`src/mmd_map.svh`:
```
`ifndef MMD_MAP_SVH
`define MMD_MAP_SVH
`define MMD_PH_LAST 3'h5
`define MMD_PH_ADDR_END 3'h1
`define MMD_PH_PROGRAM_STORE_STROBE_ON 3'h3
`define MMD_PH_STB_ON 3'h1
`define MMD_PH_STB_OFF 3'h4
`define MMD_NOP_OPCODE 8'h00
`define MMD_NOP_BASE 16'hf800
`define MMD_EXTENDED_DATA_RAM_TOP 24'h0007ff
`define MMD_SP_RESET 8'h07
`define MMD_CFG_RESET 8'h00
`define MMD_POWER_CONTROL_REG_RESET 8'h00
`define MMD_POWER_CONTROL_REG_ALEOFF 4
`define MMD_CFG_EXSTACK 7
`define MMD_CFG_ONCHIP_EXTRAM_ENABLE 0
`define MMD_SFR_BIT 7
`define MMD_BITRAM_BASE 4'h2
`endif

```
`src/mmd_pkg.sv`:
```
package mmd_pkg;
    typedef enum logic [1:0] {
        MMD_BUS_IDLE, MMD_BUS_FETCH, MMD_BUS_DADDR, MMD_BUS_DSTROBE
    } mmd_bus_state_type;
    typedef enum logic [1:0] {
        MMD_RAM_DIRECT, MMD_RAM_INDIRECT, MMD_RAM_BANKREG, MMD_RAM_BIT
    } mmd_ram_mode_type;
endpackage

```
`src/mmd_decoder.sv`:
```
`timescale 1ns/100ps
`include "mmd_map.svh"
// How it works
// - Strobe code fetches once per six-clock period, skip data
// - Program strobe high during internal execution
// - Program strobe low at reset: serial download
// - Address latch pulses once per external bus cycle, none while data moves
// - Power control bit four disables address latch
// - Low port drives address/data strongly on bus
// - Low port ones float in general use
// - External-access input picks code space at reset
// - Internal fetches F800h-FFFFh return no-ops
// - Upper RAM half indirect only, direct hits SFRs
// - Lowest 32 bytes: four eight-register banks
// - Bytes 20h-2Fh carry bit addresses 00h-7Fh
// - Stack pointer resets to 07h
// - Push increments pointer before writing
// - Config bit zero maps on-chip extended RAM
// - Pointers above 0007FFh always go off-chip
// - On-chip extended RAM accesses leave pins idle
// - Without extension stack wraps FFh to 00h
// - Extension continues FFh to 0100h, 11 bits
// - Upper 1792 extended bytes serve as stack
// - High pointer bits usable only when extended
// - High port carries upper address bytes externally
module mmd_decoder
    import mmd_pkg::*;
(
    input wire logic clk,
    input wire logic reset_n,
    input wire logic external_access_select,
    input wire logic program_store_strobe_in,
    input wire logic power_control_we,
    input wire logic [7:0] power_control_wdata,
    input wire logic memory_config_we,
    input wire logic [7:0] memory_config_wdata,
    input wire logic code_req,
    input wire logic [15:0] code_addr,
    input wire logic data_req,
    input wire logic data_we,
    input wire logic [23:0] data_pointer_reg,
    input wire logic [7:0] data_wdata,
    input wire logic [7:0] low_port_in,
    input wire logic [7:0] low_port_latch,
    input wire logic [7:0] high_port_latch,
    input wire logic ram_req,
    input wire mmd_pkg::mmd_ram_mode_type ram_mode,
    input wire logic [7:0] ram_operand,
    input wire logic [1:0] bank_select,
    input wire logic stack_push,
    input wire logic stack_pop,
    input wire logic stack_top_pointer_we,
    input wire logic [7:0] stack_top_pointer_wdata,
    input wire logic stack_pointer_high_we,
    input wire logic [7:0] stack_pointer_high_wdata,
    output logic program_store_strobe_n,
    output logic addr_latch_strobe,
    output logic [7:0] low_port_out,
    output logic [7:0] low_port_oe,
    output logic [7:0] high_port_out,
    output logic read_strobe_n,
    output logic write_strobe_n,
    output logic serial_download_mode,
    output logic exec_external,
    output logic startup_done,
    output logic code_valid,
    output logic code_from_flash,
    output logic [7:0] code_data,
    output logic data_valid,
    output logic data_onchip,
    output logic [10:0] data_onchip_addr,
    output logic [7:0] data_rdata,
    output logic [7:0] power_control_reg,
    output logic [7:0] memory_config_reg,
    output logic ram_valid,
    output logic ram_to_sfr,
    output logic [7:0] ram_addr,
    output logic [2:0] ram_bit_pos,
    output logic [7:0] stack_top_pointer,
    output logic [7:0] stack_pointer_high,
    output logic [10:0] stack_addr,
    output logic stack_in_extended_data_ram
);
    import mmd_pkg::*;

    // Configuration and reset straps
    logic strap_done_r, strap_done_nxt;
    logic dl_mode_r, dl_mode_nxt;
    logic ext_exec_r, ext_exec_nxt;
    logic [7:0] power_control_reg_r, power_control_reg_nxt;
    logic [7:0] mcfg_r, mcfg_nxt;

    always_comb begin
        strap_done_nxt = 1'b1;
        dl_mode_nxt = dl_mode_r;
        ext_exec_nxt = ext_exec_r;
        power_control_reg_nxt = power_control_reg_r;
        mcfg_nxt = mcfg_r;
        // Straps caught on the first edge after release, never by the reset itself
        if (!strap_done_r) begin
            dl_mode_nxt = !program_store_strobe_in;
            ext_exec_nxt = !external_access_select;
        end
        if (power_control_we) begin
            power_control_reg_nxt = power_control_wdata;
        end
        if (memory_config_we) begin
            mcfg_nxt = memory_config_wdata;
        end
    end

    always_ff @(posedge clk or negedge reset_n) begin
        if (!reset_n) begin
            strap_done_r <= 1'b0;
            dl_mode_r <= 1'b0;
            ext_exec_r <= 1'b0;
            power_control_reg_r <= `MMD_POWER_CONTROL_REG_RESET;
            mcfg_r <= `MMD_CFG_RESET;
        end else begin
            strap_done_r <= strap_done_nxt;
            dl_mode_r <= dl_mode_nxt;
            ext_exec_r <= ext_exec_nxt;
            power_control_reg_r <= power_control_reg_nxt;
            mcfg_r <= mcfg_nxt;
        end
    end

    wire logic exstack = mcfg_r[`MMD_CFG_EXSTACK];
    wire logic extended_data_ram_en = mcfg_r[`MMD_CFG_ONCHIP_EXTRAM_ENABLE];
    wire logic ale_off = power_control_reg_r[`MMD_POWER_CONTROL_REG_ALEOFF];

    // External bus sequencer; one bus period is six clocks
    mmd_bus_state_type st_r, st_nxt;
    logic [2:0] ph_r, ph_nxt;
    logic [15:0] ca_r, ca_nxt;
    logic [23:0] da_r, da_nxt;
    logic [7:0] wd_r, wd_nxt;
    logic we_r, we_nxt;
    logic program_store_strobe_n_r, program_store_strobe_n_nxt;
    logic ale_r, ale_nxt;
    logic [7:0] lp_out_r, lp_out_nxt;
    logic [7:0] lp_oe_r, lp_oe_nxt;
    logic [7:0] hp_r, hp_nxt;
    logic rd_n_r, rd_n_nxt;
    logic wr_n_r, wr_n_nxt;
    logic cv_r, cv_nxt;
    logic cf_r, cf_nxt;
    logic [7:0] cd_r, cd_nxt;
    logic dv_r, dv_nxt;
    logic don_r, don_nxt;
    logic [10:0] doa_r, doa_nxt;
    logic [7:0] drd_r, drd_nxt;
    logic onchip_hit;
    logic strobe_win;

    always_comb begin
        st_nxt = st_r;
        ph_nxt = (ph_r == `MMD_PH_LAST) ? 3'h0 : ph_r + 3'h1;
        ca_nxt = ca_r;
        da_nxt = da_r;
        wd_nxt = wd_r;
        we_nxt = we_r;
        cv_nxt = 1'b0;
        cf_nxt = 1'b0;
        cd_nxt = cd_r;
        dv_nxt = 1'b0;
        don_nxt = 1'b0;
        doa_nxt = doa_r;
        drd_nxt = drd_r;
        program_store_strobe_n_nxt = 1'b1;
        ale_nxt = 1'b0;
        rd_n_nxt = 1'b1;
        wr_n_nxt = 1'b1;
        lp_out_nxt = 8'h00;
        lp_oe_nxt = ~low_port_latch;
        hp_nxt = high_port_latch;
        onchip_hit = extended_data_ram_en && (data_pointer_reg <= `MMD_EXTENDED_DATA_RAM_TOP);
        strobe_win = (ph_r >= `MMD_PH_STB_ON) && (ph_r < `MMD_PH_STB_OFF);
        case (st_r)
            MMD_BUS_IDLE: begin
                // On-chip extended RAM answers at once and leaves the pins alone
                if (data_req && !dv_r && strap_done_r && onchip_hit) begin
                    dv_nxt = 1'b1;
                    don_nxt = 1'b1;
                    doa_nxt = data_pointer_reg[10:0];
                end else if (data_req && !dv_r && strap_done_r && ph_r == `MMD_PH_LAST) begin
                    st_nxt = MMD_BUS_DADDR;
                    da_nxt = data_pointer_reg;
                    wd_nxt = data_wdata;
                    we_nxt = data_we;
                end else if (code_req && !cv_r && strap_done_r && !ext_exec_r) begin
                    // Internal flash; the top 2 kB never fall through to the bus
                    cv_nxt = 1'b1;
                    cf_nxt = (code_addr < `MMD_NOP_BASE);
                    cd_nxt = `MMD_NOP_OPCODE;
                end else if (code_req && !cv_r && strap_done_r && ph_r == `MMD_PH_LAST) begin
                    st_nxt = MMD_BUS_FETCH;
                    ca_nxt = code_addr;
                end
            end
            MMD_BUS_FETCH: begin
                ale_nxt = (ph_r == 3'h0) && !ale_off;
                hp_nxt = ca_r[15:8];
                if (ph_r <= `MMD_PH_ADDR_END) begin
                    lp_out_nxt = ca_r[7:0];
                    lp_oe_nxt = 8'hff;
                end else begin
                    lp_oe_nxt = 8'h00;
                end
                program_store_strobe_n_nxt = (ph_r < `MMD_PH_PROGRAM_STORE_STROBE_ON);
                if (ph_r == `MMD_PH_LAST) begin
                    st_nxt = MMD_BUS_IDLE;
                    cv_nxt = 1'b1;
                    cd_nxt = low_port_in;
                end
            end
            MMD_BUS_DADDR: begin
                // Latch pulse carries the address, then the periodic ones stop
                ale_nxt = (ph_r == 3'h0) && !ale_off;
                lp_oe_nxt = 8'hff;
                lp_out_nxt = (ph_r <= `MMD_PH_ADDR_END) ? da_r[7:0] : wd_r;
                hp_nxt = (ph_r <= `MMD_PH_ADDR_END) ? da_r[23:16] : da_r[15:8];
                if (!we_r && ph_r > `MMD_PH_ADDR_END) begin
                    lp_oe_nxt = 8'h00;
                end
                if (ph_r == `MMD_PH_LAST) begin
                    st_nxt = MMD_BUS_DSTROBE;
                end
            end
            MMD_BUS_DSTROBE: begin
                // No latch and no program strobe while data moves
                hp_nxt = da_r[15:8];
                lp_out_nxt = wd_r;
                lp_oe_nxt = we_r ? 8'hff : 8'h00;
                rd_n_nxt = !(strobe_win && !we_r);
                wr_n_nxt = !(strobe_win && we_r);
                if (ph_r == `MMD_PH_STB_OFF && !we_r) begin
                    drd_nxt = low_port_in;
                end
                if (ph_r == `MMD_PH_LAST) begin
                    st_nxt = MMD_BUS_IDLE;
                    dv_nxt = 1'b1;
                end
            end
            default: begin
                st_nxt = MMD_BUS_IDLE;
            end
        endcase
        if (!ext_exec_r) begin
            program_store_strobe_n_nxt = 1'b1;
        end
    end

    always_ff @(posedge clk or negedge reset_n) begin
        if (!reset_n) begin
            st_r <= MMD_BUS_IDLE;
            ph_r <= 3'h0;
            ca_r <= 16'h0000;
            da_r <= 24'h000000;
            wd_r <= 8'h00;
            we_r <= 1'b0;
            program_store_strobe_n_r <= 1'b1;
            ale_r <= 1'b0;
            lp_out_r <= 8'h00;
            lp_oe_r <= 8'h00;
            hp_r <= 8'hff;
            rd_n_r <= 1'b1;
            wr_n_r <= 1'b1;
            cv_r <= 1'b0;
            cf_r <= 1'b0;
            cd_r <= 8'h00;
            dv_r <= 1'b0;
            don_r <= 1'b0;
            doa_r <= 11'h000;
            drd_r <= 8'h00;
        end else begin
            st_r <= st_nxt;
            ph_r <= ph_nxt;
            ca_r <= ca_nxt;
            da_r <= da_nxt;
            wd_r <= wd_nxt;
            we_r <= we_nxt;
            program_store_strobe_n_r <= program_store_strobe_n_nxt;
            ale_r <= ale_nxt;
            lp_out_r <= lp_out_nxt;
            lp_oe_r <= lp_oe_nxt;
            hp_r <= hp_nxt;
            rd_n_r <= rd_n_nxt;
            wr_n_r <= wr_n_nxt;
            cv_r <= cv_nxt;
            cf_r <= cf_nxt;
            cd_r <= cd_nxt;
            dv_r <= dv_nxt;
            don_r <= don_nxt;
            doa_r <= doa_nxt;
            drd_r <= drd_nxt;
        end
    end

    // General RAM address decode
    logic rv_r, rv_nxt;
    logic sfr_r, sfr_nxt;
    logic [7:0] ra_r, ra_nxt;
    logic [2:0] rb_r, rb_nxt;

    always_comb begin
        rv_nxt = ram_req;
        sfr_nxt = 1'b0;
        ra_nxt = ram_operand;
        rb_nxt = 3'h0;
        case (ram_mode)
            MMD_RAM_DIRECT: begin
                sfr_nxt = ram_operand[`MMD_SFR_BIT];
            end
            MMD_RAM_INDIRECT: begin
                sfr_nxt = 1'b0;
            end
            MMD_RAM_BANKREG: begin
                ra_nxt = {3'h0, bank_select, ram_operand[2:0]};
            end
            MMD_RAM_BIT: begin
                // Upper bit space belongs to SFRs
                sfr_nxt = ram_operand[`MMD_SFR_BIT];
                ra_nxt = {`MMD_BITRAM_BASE, ram_operand[6:3]};
                rb_nxt = ram_operand[2:0];
            end
            default: begin
                ra_nxt = ram_operand;
            end
        endcase
    end

    always_ff @(posedge clk or negedge reset_n) begin
        if (!reset_n) begin
            rv_r <= 1'b0;
            sfr_r <= 1'b0;
            ra_r <= 8'h00;
            rb_r <= 3'h0;
        end else begin
            rv_r <= rv_nxt;
            sfr_r <= sfr_nxt;
            ra_r <= ra_nxt;
            rb_r <= rb_nxt;
        end
    end

    // Stack pointer, 8 or 11 bits
    logic [7:0] sp_r, sp_nxt;
    logic [2:0] sph_r, sph_nxt;
    logic [10:0] sa_r, sa_nxt;
    logic sx_r, sx_nxt;
    logic [10:0] ptr, ptr_inc, ptr_dec;

    always_comb begin
        ptr = {sph_r, sp_r};
        ptr_inc = exstack ? ptr + 11'h001 : {3'h0, sp_r + 8'h01};
        ptr_dec = exstack ? ptr - 11'h001 : {3'h0, sp_r - 8'h01};
        sp_nxt = sp_r;
        sph_nxt = exstack ? sph_r : 3'h0;
        sa_nxt = sa_r;
        if (stack_push) begin
            sp_nxt = ptr_inc[7:0];
            sph_nxt = ptr_inc[10:8];
            sa_nxt = ptr_inc;
        end else if (stack_pop) begin
            sp_nxt = ptr_dec[7:0];
            sph_nxt = ptr_dec[10:8];
            sa_nxt = ptr;
        end
        if (stack_top_pointer_we) begin
            sp_nxt = stack_top_pointer_wdata;
        end
        if (stack_pointer_high_we && exstack) begin
            sph_nxt = stack_pointer_high_wdata[2:0];
        end
        // Clear with the enable itself, so no stale high bits show for a cycle
        if (!mcfg_nxt[`MMD_CFG_EXSTACK]) begin
            sph_nxt = 3'h0;
        end
        sx_nxt = (sa_nxt[10:8] != 3'h0);
    end

    always_ff @(posedge clk or negedge reset_n) begin
        if (!reset_n) begin
            sp_r <= `MMD_SP_RESET;
            sph_r <= 3'h0;
            sa_r <= 11'h000;
            sx_r <= 1'b0;
        end else begin
            sp_r <= sp_nxt;
            sph_r <= sph_nxt;
            sa_r <= sa_nxt;
            sx_r <= sx_nxt;
        end
    end

    assign program_store_strobe_n = program_store_strobe_n_r;
    assign addr_latch_strobe = ale_r;
    assign low_port_out = lp_out_r;
    assign low_port_oe = lp_oe_r;
    assign high_port_out = hp_r;
    assign read_strobe_n = rd_n_r;
    assign write_strobe_n = wr_n_r;
    assign serial_download_mode = dl_mode_r;
    assign exec_external = ext_exec_r;
    assign startup_done = strap_done_r;
    assign code_valid = cv_r;
    assign code_from_flash = cf_r;
    assign code_data = cd_r;
    assign data_valid = dv_r;
    assign data_onchip = don_r;
    assign data_onchip_addr = doa_r;
    assign data_rdata = drd_r;
    assign power_control_reg = power_control_reg_r;
    assign memory_config_reg = mcfg_r;
    assign ram_valid = rv_r;
    assign ram_to_sfr = sfr_r;
    assign ram_addr = ra_r;
    assign ram_bit_pos = rb_r;
    assign stack_top_pointer = sp_r;
    // High pointer reads as zero unless the extension is on
    assign stack_pointer_high = {5'h00, sph_r};
    assign stack_addr = sa_r;
    assign stack_in_extended_data_ram = sx_r;
endmodule

```
`config.mk`:
```
export PLATFORM = sky130hd
export DESIGN_NAME = mmd_decoder
export DESIGN_NICKNAME = d
export VERILOG_FILES = /design/src/mmd_pkg.sv /design/src/mmd_decoder.sv
export VERILOG_INCLUDE_DIRS = /design/src /design/src/src
export SDC_FILE = /design/constraint.sdc
export NUM_CORES = 1
export LEC_CHECK = 0
export ABC_AREA = 1
export BUFFER_PORTS_ARGS = -buffer_cell sky130_fd_sc_hd__buf_4
export CAP_MARGIN = 20
export CORE_ASPECT_RATIO = 0.75
export CORE_MARGIN = 3
export CORE_UTILIZATION = 35
export DETAILED_ROUTE_END_ITERATION = 6
export GPL_TIMING_DRIVEN = 0
export MAX_ROUTING_LAYER = met4
export PLACE_DENSITY = 0.56
export SLEW_MARGIN = 40
export SYNTH_ARGS = -nofsm -noshare
export SYNTH_HDL_FRONTEND = slang
export SYNTH_SLANG_ARGS = --single-unit
```
`constraint.sdc`:
```
create_clock -name clk -period 2.22 [get_ports clk]
set_clock_uncertainty 0.2 [all_clocks]
set_input_delay 0.333 -clock clk [delete_from_list [all_inputs] [get_ports clk]]
set_output_delay 0.333 -clock clk [all_outputs]
set_load 0.01 [all_outputs]
```
# == Word level (Yosys, flattened, before mapping) ==
# Cells that the tools add are included.
# word_totals
ff_bits,168
inputBits,130
# classes
addsub,5
order_cmp,7
n_eq_ne,16
n_mux,55
bitwise,4
reduce_logical,41
# ops
cell,count
two-way mux 8 bit,14
case mux 8 bit (3 select lines),3
two-way mux 11 bit,4
case mux 8 bit (2 select lines),2
less-or-equal comparator 24 x 11 -> 1 bit (second input constant),1
two-way mux 3 bit,7
logical AND 1 bit,16
less-than comparator 16 bit (second input constant),1
two-way mux 1 bit,16
AND reduction 5 bit,3
two-way mux 2 bit,6
adder 11 x 1 -> 11 bit (second input constant),1
subtractor 11 x 1 -> 11 bit (second input constant),1
!= test 2 bit (second input constant),5
logical NOT 1 bit,9
adder 8 x 1 -> 8 bit (second input constant),1
== test 2 bit (second input constant),4
inverter 8 bit,1
subtractor 8 x 1 -> 8 bit (second input constant),1
== test 3 bit (second input constant),2
!= test 3 bit (second input constant),2
case mux 2 bit (3 select lines),1
nonzero test 3 bit,2
OR reduction 2 bit,3
16 further kinds,22

# == Depth between registers and ports, before layout ==
# logic_depth
ltp_word,9
mapped_depth,10
mapped_depth_nobuf,10

# == Least setup slack after synthesis ==
# OpenSTA, ideal clock, no wires.
# synth_timing
path_kind,register to register
startpoint,register st_r[0]
endpoint,register ca_r[10]
setup_ps,116
arrival_ps,1548
path_slack_ps,356
stages_incl_launch_ff,9
n_path_buf,1
period_less_slack_ps,1864
path_cell_list,dfrtp_1 > inv_1 > ha_1 > inv_2 > nor2_1 > nand2_2 > buf_2 > nand2_1 > nand2_1
# synth_between
elab_chain_len,2
# synth_rtl
element,line_no,source
start: declaration,mmd_decoder.sv:133,"mmd_bus_state_type st_r, st_nxt;"
start signal: assignment,mmd_decoder.sv:277,st_r <= st_nxt;
logical NOT 2 bit,mmd_decoder.sv:179,case (st_r)
AND reduction 5 bit (no source line),--,
end signal: assignment,mmd_decoder.sv:279,ca_r <= ca_nxt;
end: declaration,mmd_decoder.sv:135,"logic [15:0] ca_r, ca_nxt;"
# No other way between the ends.
# A chain may end at the register's enable or synchronous reset.

# == Worst setup path in the final report ==
# layout_timing
startpoint,register st_r[1]
endpoint,"register hp_r[2], in the netlist high_port_out[2]"
# layout_between
elab_chain_len,2
elab_cells_between_ends,4
classes_between,eq/ne (3); mux (1)
# layout_rtl
element,line_no,source
== test 2 bit or == test 2 x 1 -> 1 bit (tied branches),mmd_decoder.sv:179,
case mux 8 bit (3 select lines) (*),mmd_decoder.sv:179,
named net hp_nxt[2],mmd_decoder.sv:143,"logic [7:0] hp_r, hp_nxt;"
end signal: assignment,mmd_decoder.sv:287,hp_r <= hp_nxt;
end: declaration,mmd_decoder.sv:143,
# The timed path passes the listed nets; every way through them passes the cells marked *.

==> impl_metrics.py <==
metrics = {
    "run_status": {
        "status": "finished with violations",
        "violations": "design-rule violations",
    },
    "pwr": {
        "ir_worst_vdd_mv": 0.565,
        "p_per_area_nw_per_um2": 943,
        "power_frac_comb_pct": 32.7,
        "clock_power_share_pct": 26.8,
        "p_int_mw": 7.08,
        "power_mw": 11.0,
        "leakage_nw": 5.84,
        "switching_share_pct": 35.6,
        "switching_power_mw": 3.91,
        "seq_power_share_pct": 40.5,
    },
    "job": {
        "cap_violations": 0,
    },
    "cells_and_area": {
        "final_cells": 1541,
        "top_regs": "da_r x24, ca_r x16",
        "fin_area_sq_um": 11700,
        "layout.filler_cells": 1997,
        "largest_reg_flops": 24,
        "fin_util_pct": 54.8,
        "nNetsFinal": 1379,
        "multiInputGateArea_sq_um": 2950,
        "seq_area_sq_um": 4220,
        "drive_above_1_share_pct": 30.5,
        "diodes": 0,
        "syn_to_final_growth_pct": 52.8,
        "top_register": "da_r",
    },
    "clocking": {
        "root_buffer": "clkbuf_16",
        "numClockSinks": 168,
        "insertion_delay_ns": 0.43,
        "clk_path_buf_depth": 2,
        "cts_htree_levels": 4,
        "cts_tree": "done",
        "clk_pin_slew_worst_paths_ns": 0.07,
        "cts_made_buffers": 17,
    },
    "placement": {
        "dpl_cell_area_sq_um": 9840,
        "gp_congestion": 0.859,
        "place_inst": 1392,
        "port_buffers": 236,
        "hpwl_microns": 17700,
    },
    "logic_synthesis": {
        "synth_seq_cells": 168,
        "ys.warnings.count": 0,
        "yosysTopAreaCell": "dfrtp_1",
        "syn_area_per_cell_sq_um": 8.86,
        "async_flop_share_pct": 100,
        "synth-main-ff-cell": "dfrtp_1",
        "synthCells": 862,
        "syn_area_sq_um": 7630,
        "synth.distinct_cells": 37,
        "netlist.area_leader.share_pct": 50.5,
        "synth-edff-count": 0,
        "seq_area_frac_synth_pct": 55.3,
        "yosys-top-cells-area": "dfrtp_1 (50%), nand2_1 (10%), o21ai_0 (5.0%)",
    },
    "sta": {
        "min_period_ns": 2.12,
        "slew_violations": 0,
        "tightest_slew_ns": 0.749,
        "finalCritPeriodShare_pct": 95.4,
        "hold_viol": 0,
        "fmaxAchievable_mhz": 472,
        "rsz0062_at_grt": "false",
        "setup-tns-final_ns": 0,
        "slew_headroom_pct": 50.1,
        "setup_violations": 0,
    },
    "critical_path": {
        "r2r_cells": 5,
        "slowest_stage": "clkbuf_1",
        "path_buf_inv": 2,
        "cp_max_fo": 10,
        "r2r_slack_ns": 0.10,
        "cp-end-kind": "flip-flop",
        "critical_path_required_ns": 2.36,
        "critPathKind": "reg2reg",
        "reg2reg_from": "st_r[1]",
        "cpLargestDelayFamily": "buffers and inverters",
        "cp_cell_sequence": "ha_1 > clkbuf_1 > clkbuf_2 > nand2_1 > a31oi_1",
        "r2r-end": "high_port_out[2]",
        "critical_path.max_stage_delay_ns": 0.44,
        "start_kind": "flip-flop",
        "cp.arrival_ns": 2.26,
    },
    "floorplanning": {
        "pin_count": 249,
        "fp.dieArea_sq_um": 23600,
        "die_h_microns": 134,
        "start_util_pct": 35.9,
        "core-area_sq_um": 21300,
        "rows": 46,
        "dieWidth_microns": 177,
    },
    "global_routing": {
        "grt_pass1_wl_microns": 38900,
        "met3_usage_pct": 3.79,
        "grt_max_degree": 74,
        "antenna_found_initial": 0,
        "track_usage_pct": 21.7,
        "busiest_layer": "met2",
        "grt_pass1_vias": 7028,
        "grt_use_met1_pct": 31.8,
        "grt.met2_usage_pct": 31.8,
        "grt-ovfl-total": 0,
    },
    "detailed_routing": {
        "initialDrtViolationCount": 542,
        "dr.pass1.iters": 7,
        "vias": 7296,
        "routedWlPerCell_microns": 16.1,
        "via_per_inst": 4.73,
        "totalWireLength_microns": 24900,
        "final_antenna_net_count": 0,
        "drc": 2,
    },
    "worst_hold_path": {
        "hold_depth": 5,
        "whs_endpoint": "stack_top_pointer[6]",
        "min_from": "stack_top_pointer_wdata[6]",
        "hp-class": "in2reg",
    },
}
-- layer usage --
layer,routed length [microns],vias to the layer above,part of all wire (%)
met1,12000,3473,48
met3,1610,17,6.5
met4,211,0,0.85
met5,0,-,0
met2,11000,255,44
li1,-,3551,-
-- cell families after synthesis --
| family | share of synthesized area, % |
|---|---|
| AOI/OAI and AO/OA | 11.6 |
| xor gates and xnor gates | 0.115 |
| adders and majority gates | 1.47 |
| buffers and inverters | 6.88 |
| DFF | 55.3 |
| muxes | 3.24 |
| other | 0.0984 |
| and+or+nand+nor | 21.3 |
-- how the worst max path moves through the flow --
stage / startpoint / to / slack, ns / cells past startpoint
floorplan: st_r[0] / ca_r[10] / 0.36 / 8
global placement: reset_n / memory_config_reg[2] / -0.44 / 1
detailed placement: st_r[0] / ca_r[7] / -0.11 / 8
CTS: data_pointer_reg[13] / data_onchip_addr[7] / 0.02 / 8
global route: st_r[0] / low_port_out[7] / 0.003 / 7
finish: st_r[1] / high_port_out[2] / 0.10 / 5
-- power by group through the flow --
stage | Sequential, mW | Combinational, mW | Clock, mW
after global placement | 4.48 | 3.30 | 0
after floorplan | 4.58 | 1.59 | 0
final | 4.45 | 3.60 | 2.94
after CTS | 4.44 | 3.53 | 3.03
after global routing | 4.55 | 3.99 | 3.18
after detailed placement | 4.49 | 3.33 | 0
-- cells in the final DEF (no fill, tap or decap), drive strengths merged, types with 6 or more instances in the layout --
cell,count
a21oi,11
a31oi,16
buf,266
clkbuf,27
conb,6
dfrtp,154
dfstp,14
dlygate4sd3,113
ha,9
inv,94
mux2,22
nand2,217
nand3,61
nand4,7
nor2,92
o211ai,11
o21ai,111
-- metrics by stage --
step,hold WS (ns),setup WS (ns)
floorplan,-0.163,0.356
global placement,0.243,-0.440
detailed placement,0.0128,-0.114
CTS,0.0159,0.0192
global route,0.0548,0.00292
finish,0.0398,0.101
-- synthesized netlist by cell type, types with 3 or more instances --
library cell / number
nand2_1: 203
dfrtp_1: 154
nor2_1: 87
inv_1: 82
o21ai_0: 77
nand3_1: 57
o21ai_1: 24
mux2_2: 22
a31oi_1: 16
dfstp_2: 14
nand2_2: 14
a21oi_1: 11
o211ai_1: 11
clkbuf_1: 10
o21ai_2: 10
buf_2: 9
ha_1: 9
buf_4: 7
nand4_1: 7
a22oi_1: 4
buf_6: 4
clkinv_1: 4
buf_1: 3
inv_2: 3
nand3_2: 3
nor2_2: 3
-- what timing repair did --
action | CTS | global route
buffers inserted | 0 | 4
hold buffers | 113 | 0
setup endpoints to repair | 26 | 57
resized for setup | 7 | 20
endpoints found under the hold margin | 219 | 0
pin swaps | 0 | 2
-- worst reg2reg max path: stages (launching register included) --
cell      delay, ns
dfrtp_1        0.42
ha_1           0.24
clkbuf_1       0.44
clkbuf_2       0.38
nand2_1        0.09
a31oi_1        0.26
-- area by class of cell --
cell class,instances,area share [%]
flip-flops and latches,168,36.2
plain buffers,33,1.78
clock inverters,14,1.27
well taps,288,3.09
repair buffers,355,25.7
clock buffers,18,3.77
multi-input cells,576,25.3
inverters,89,2.93
(Power assumes the default switching activity.)
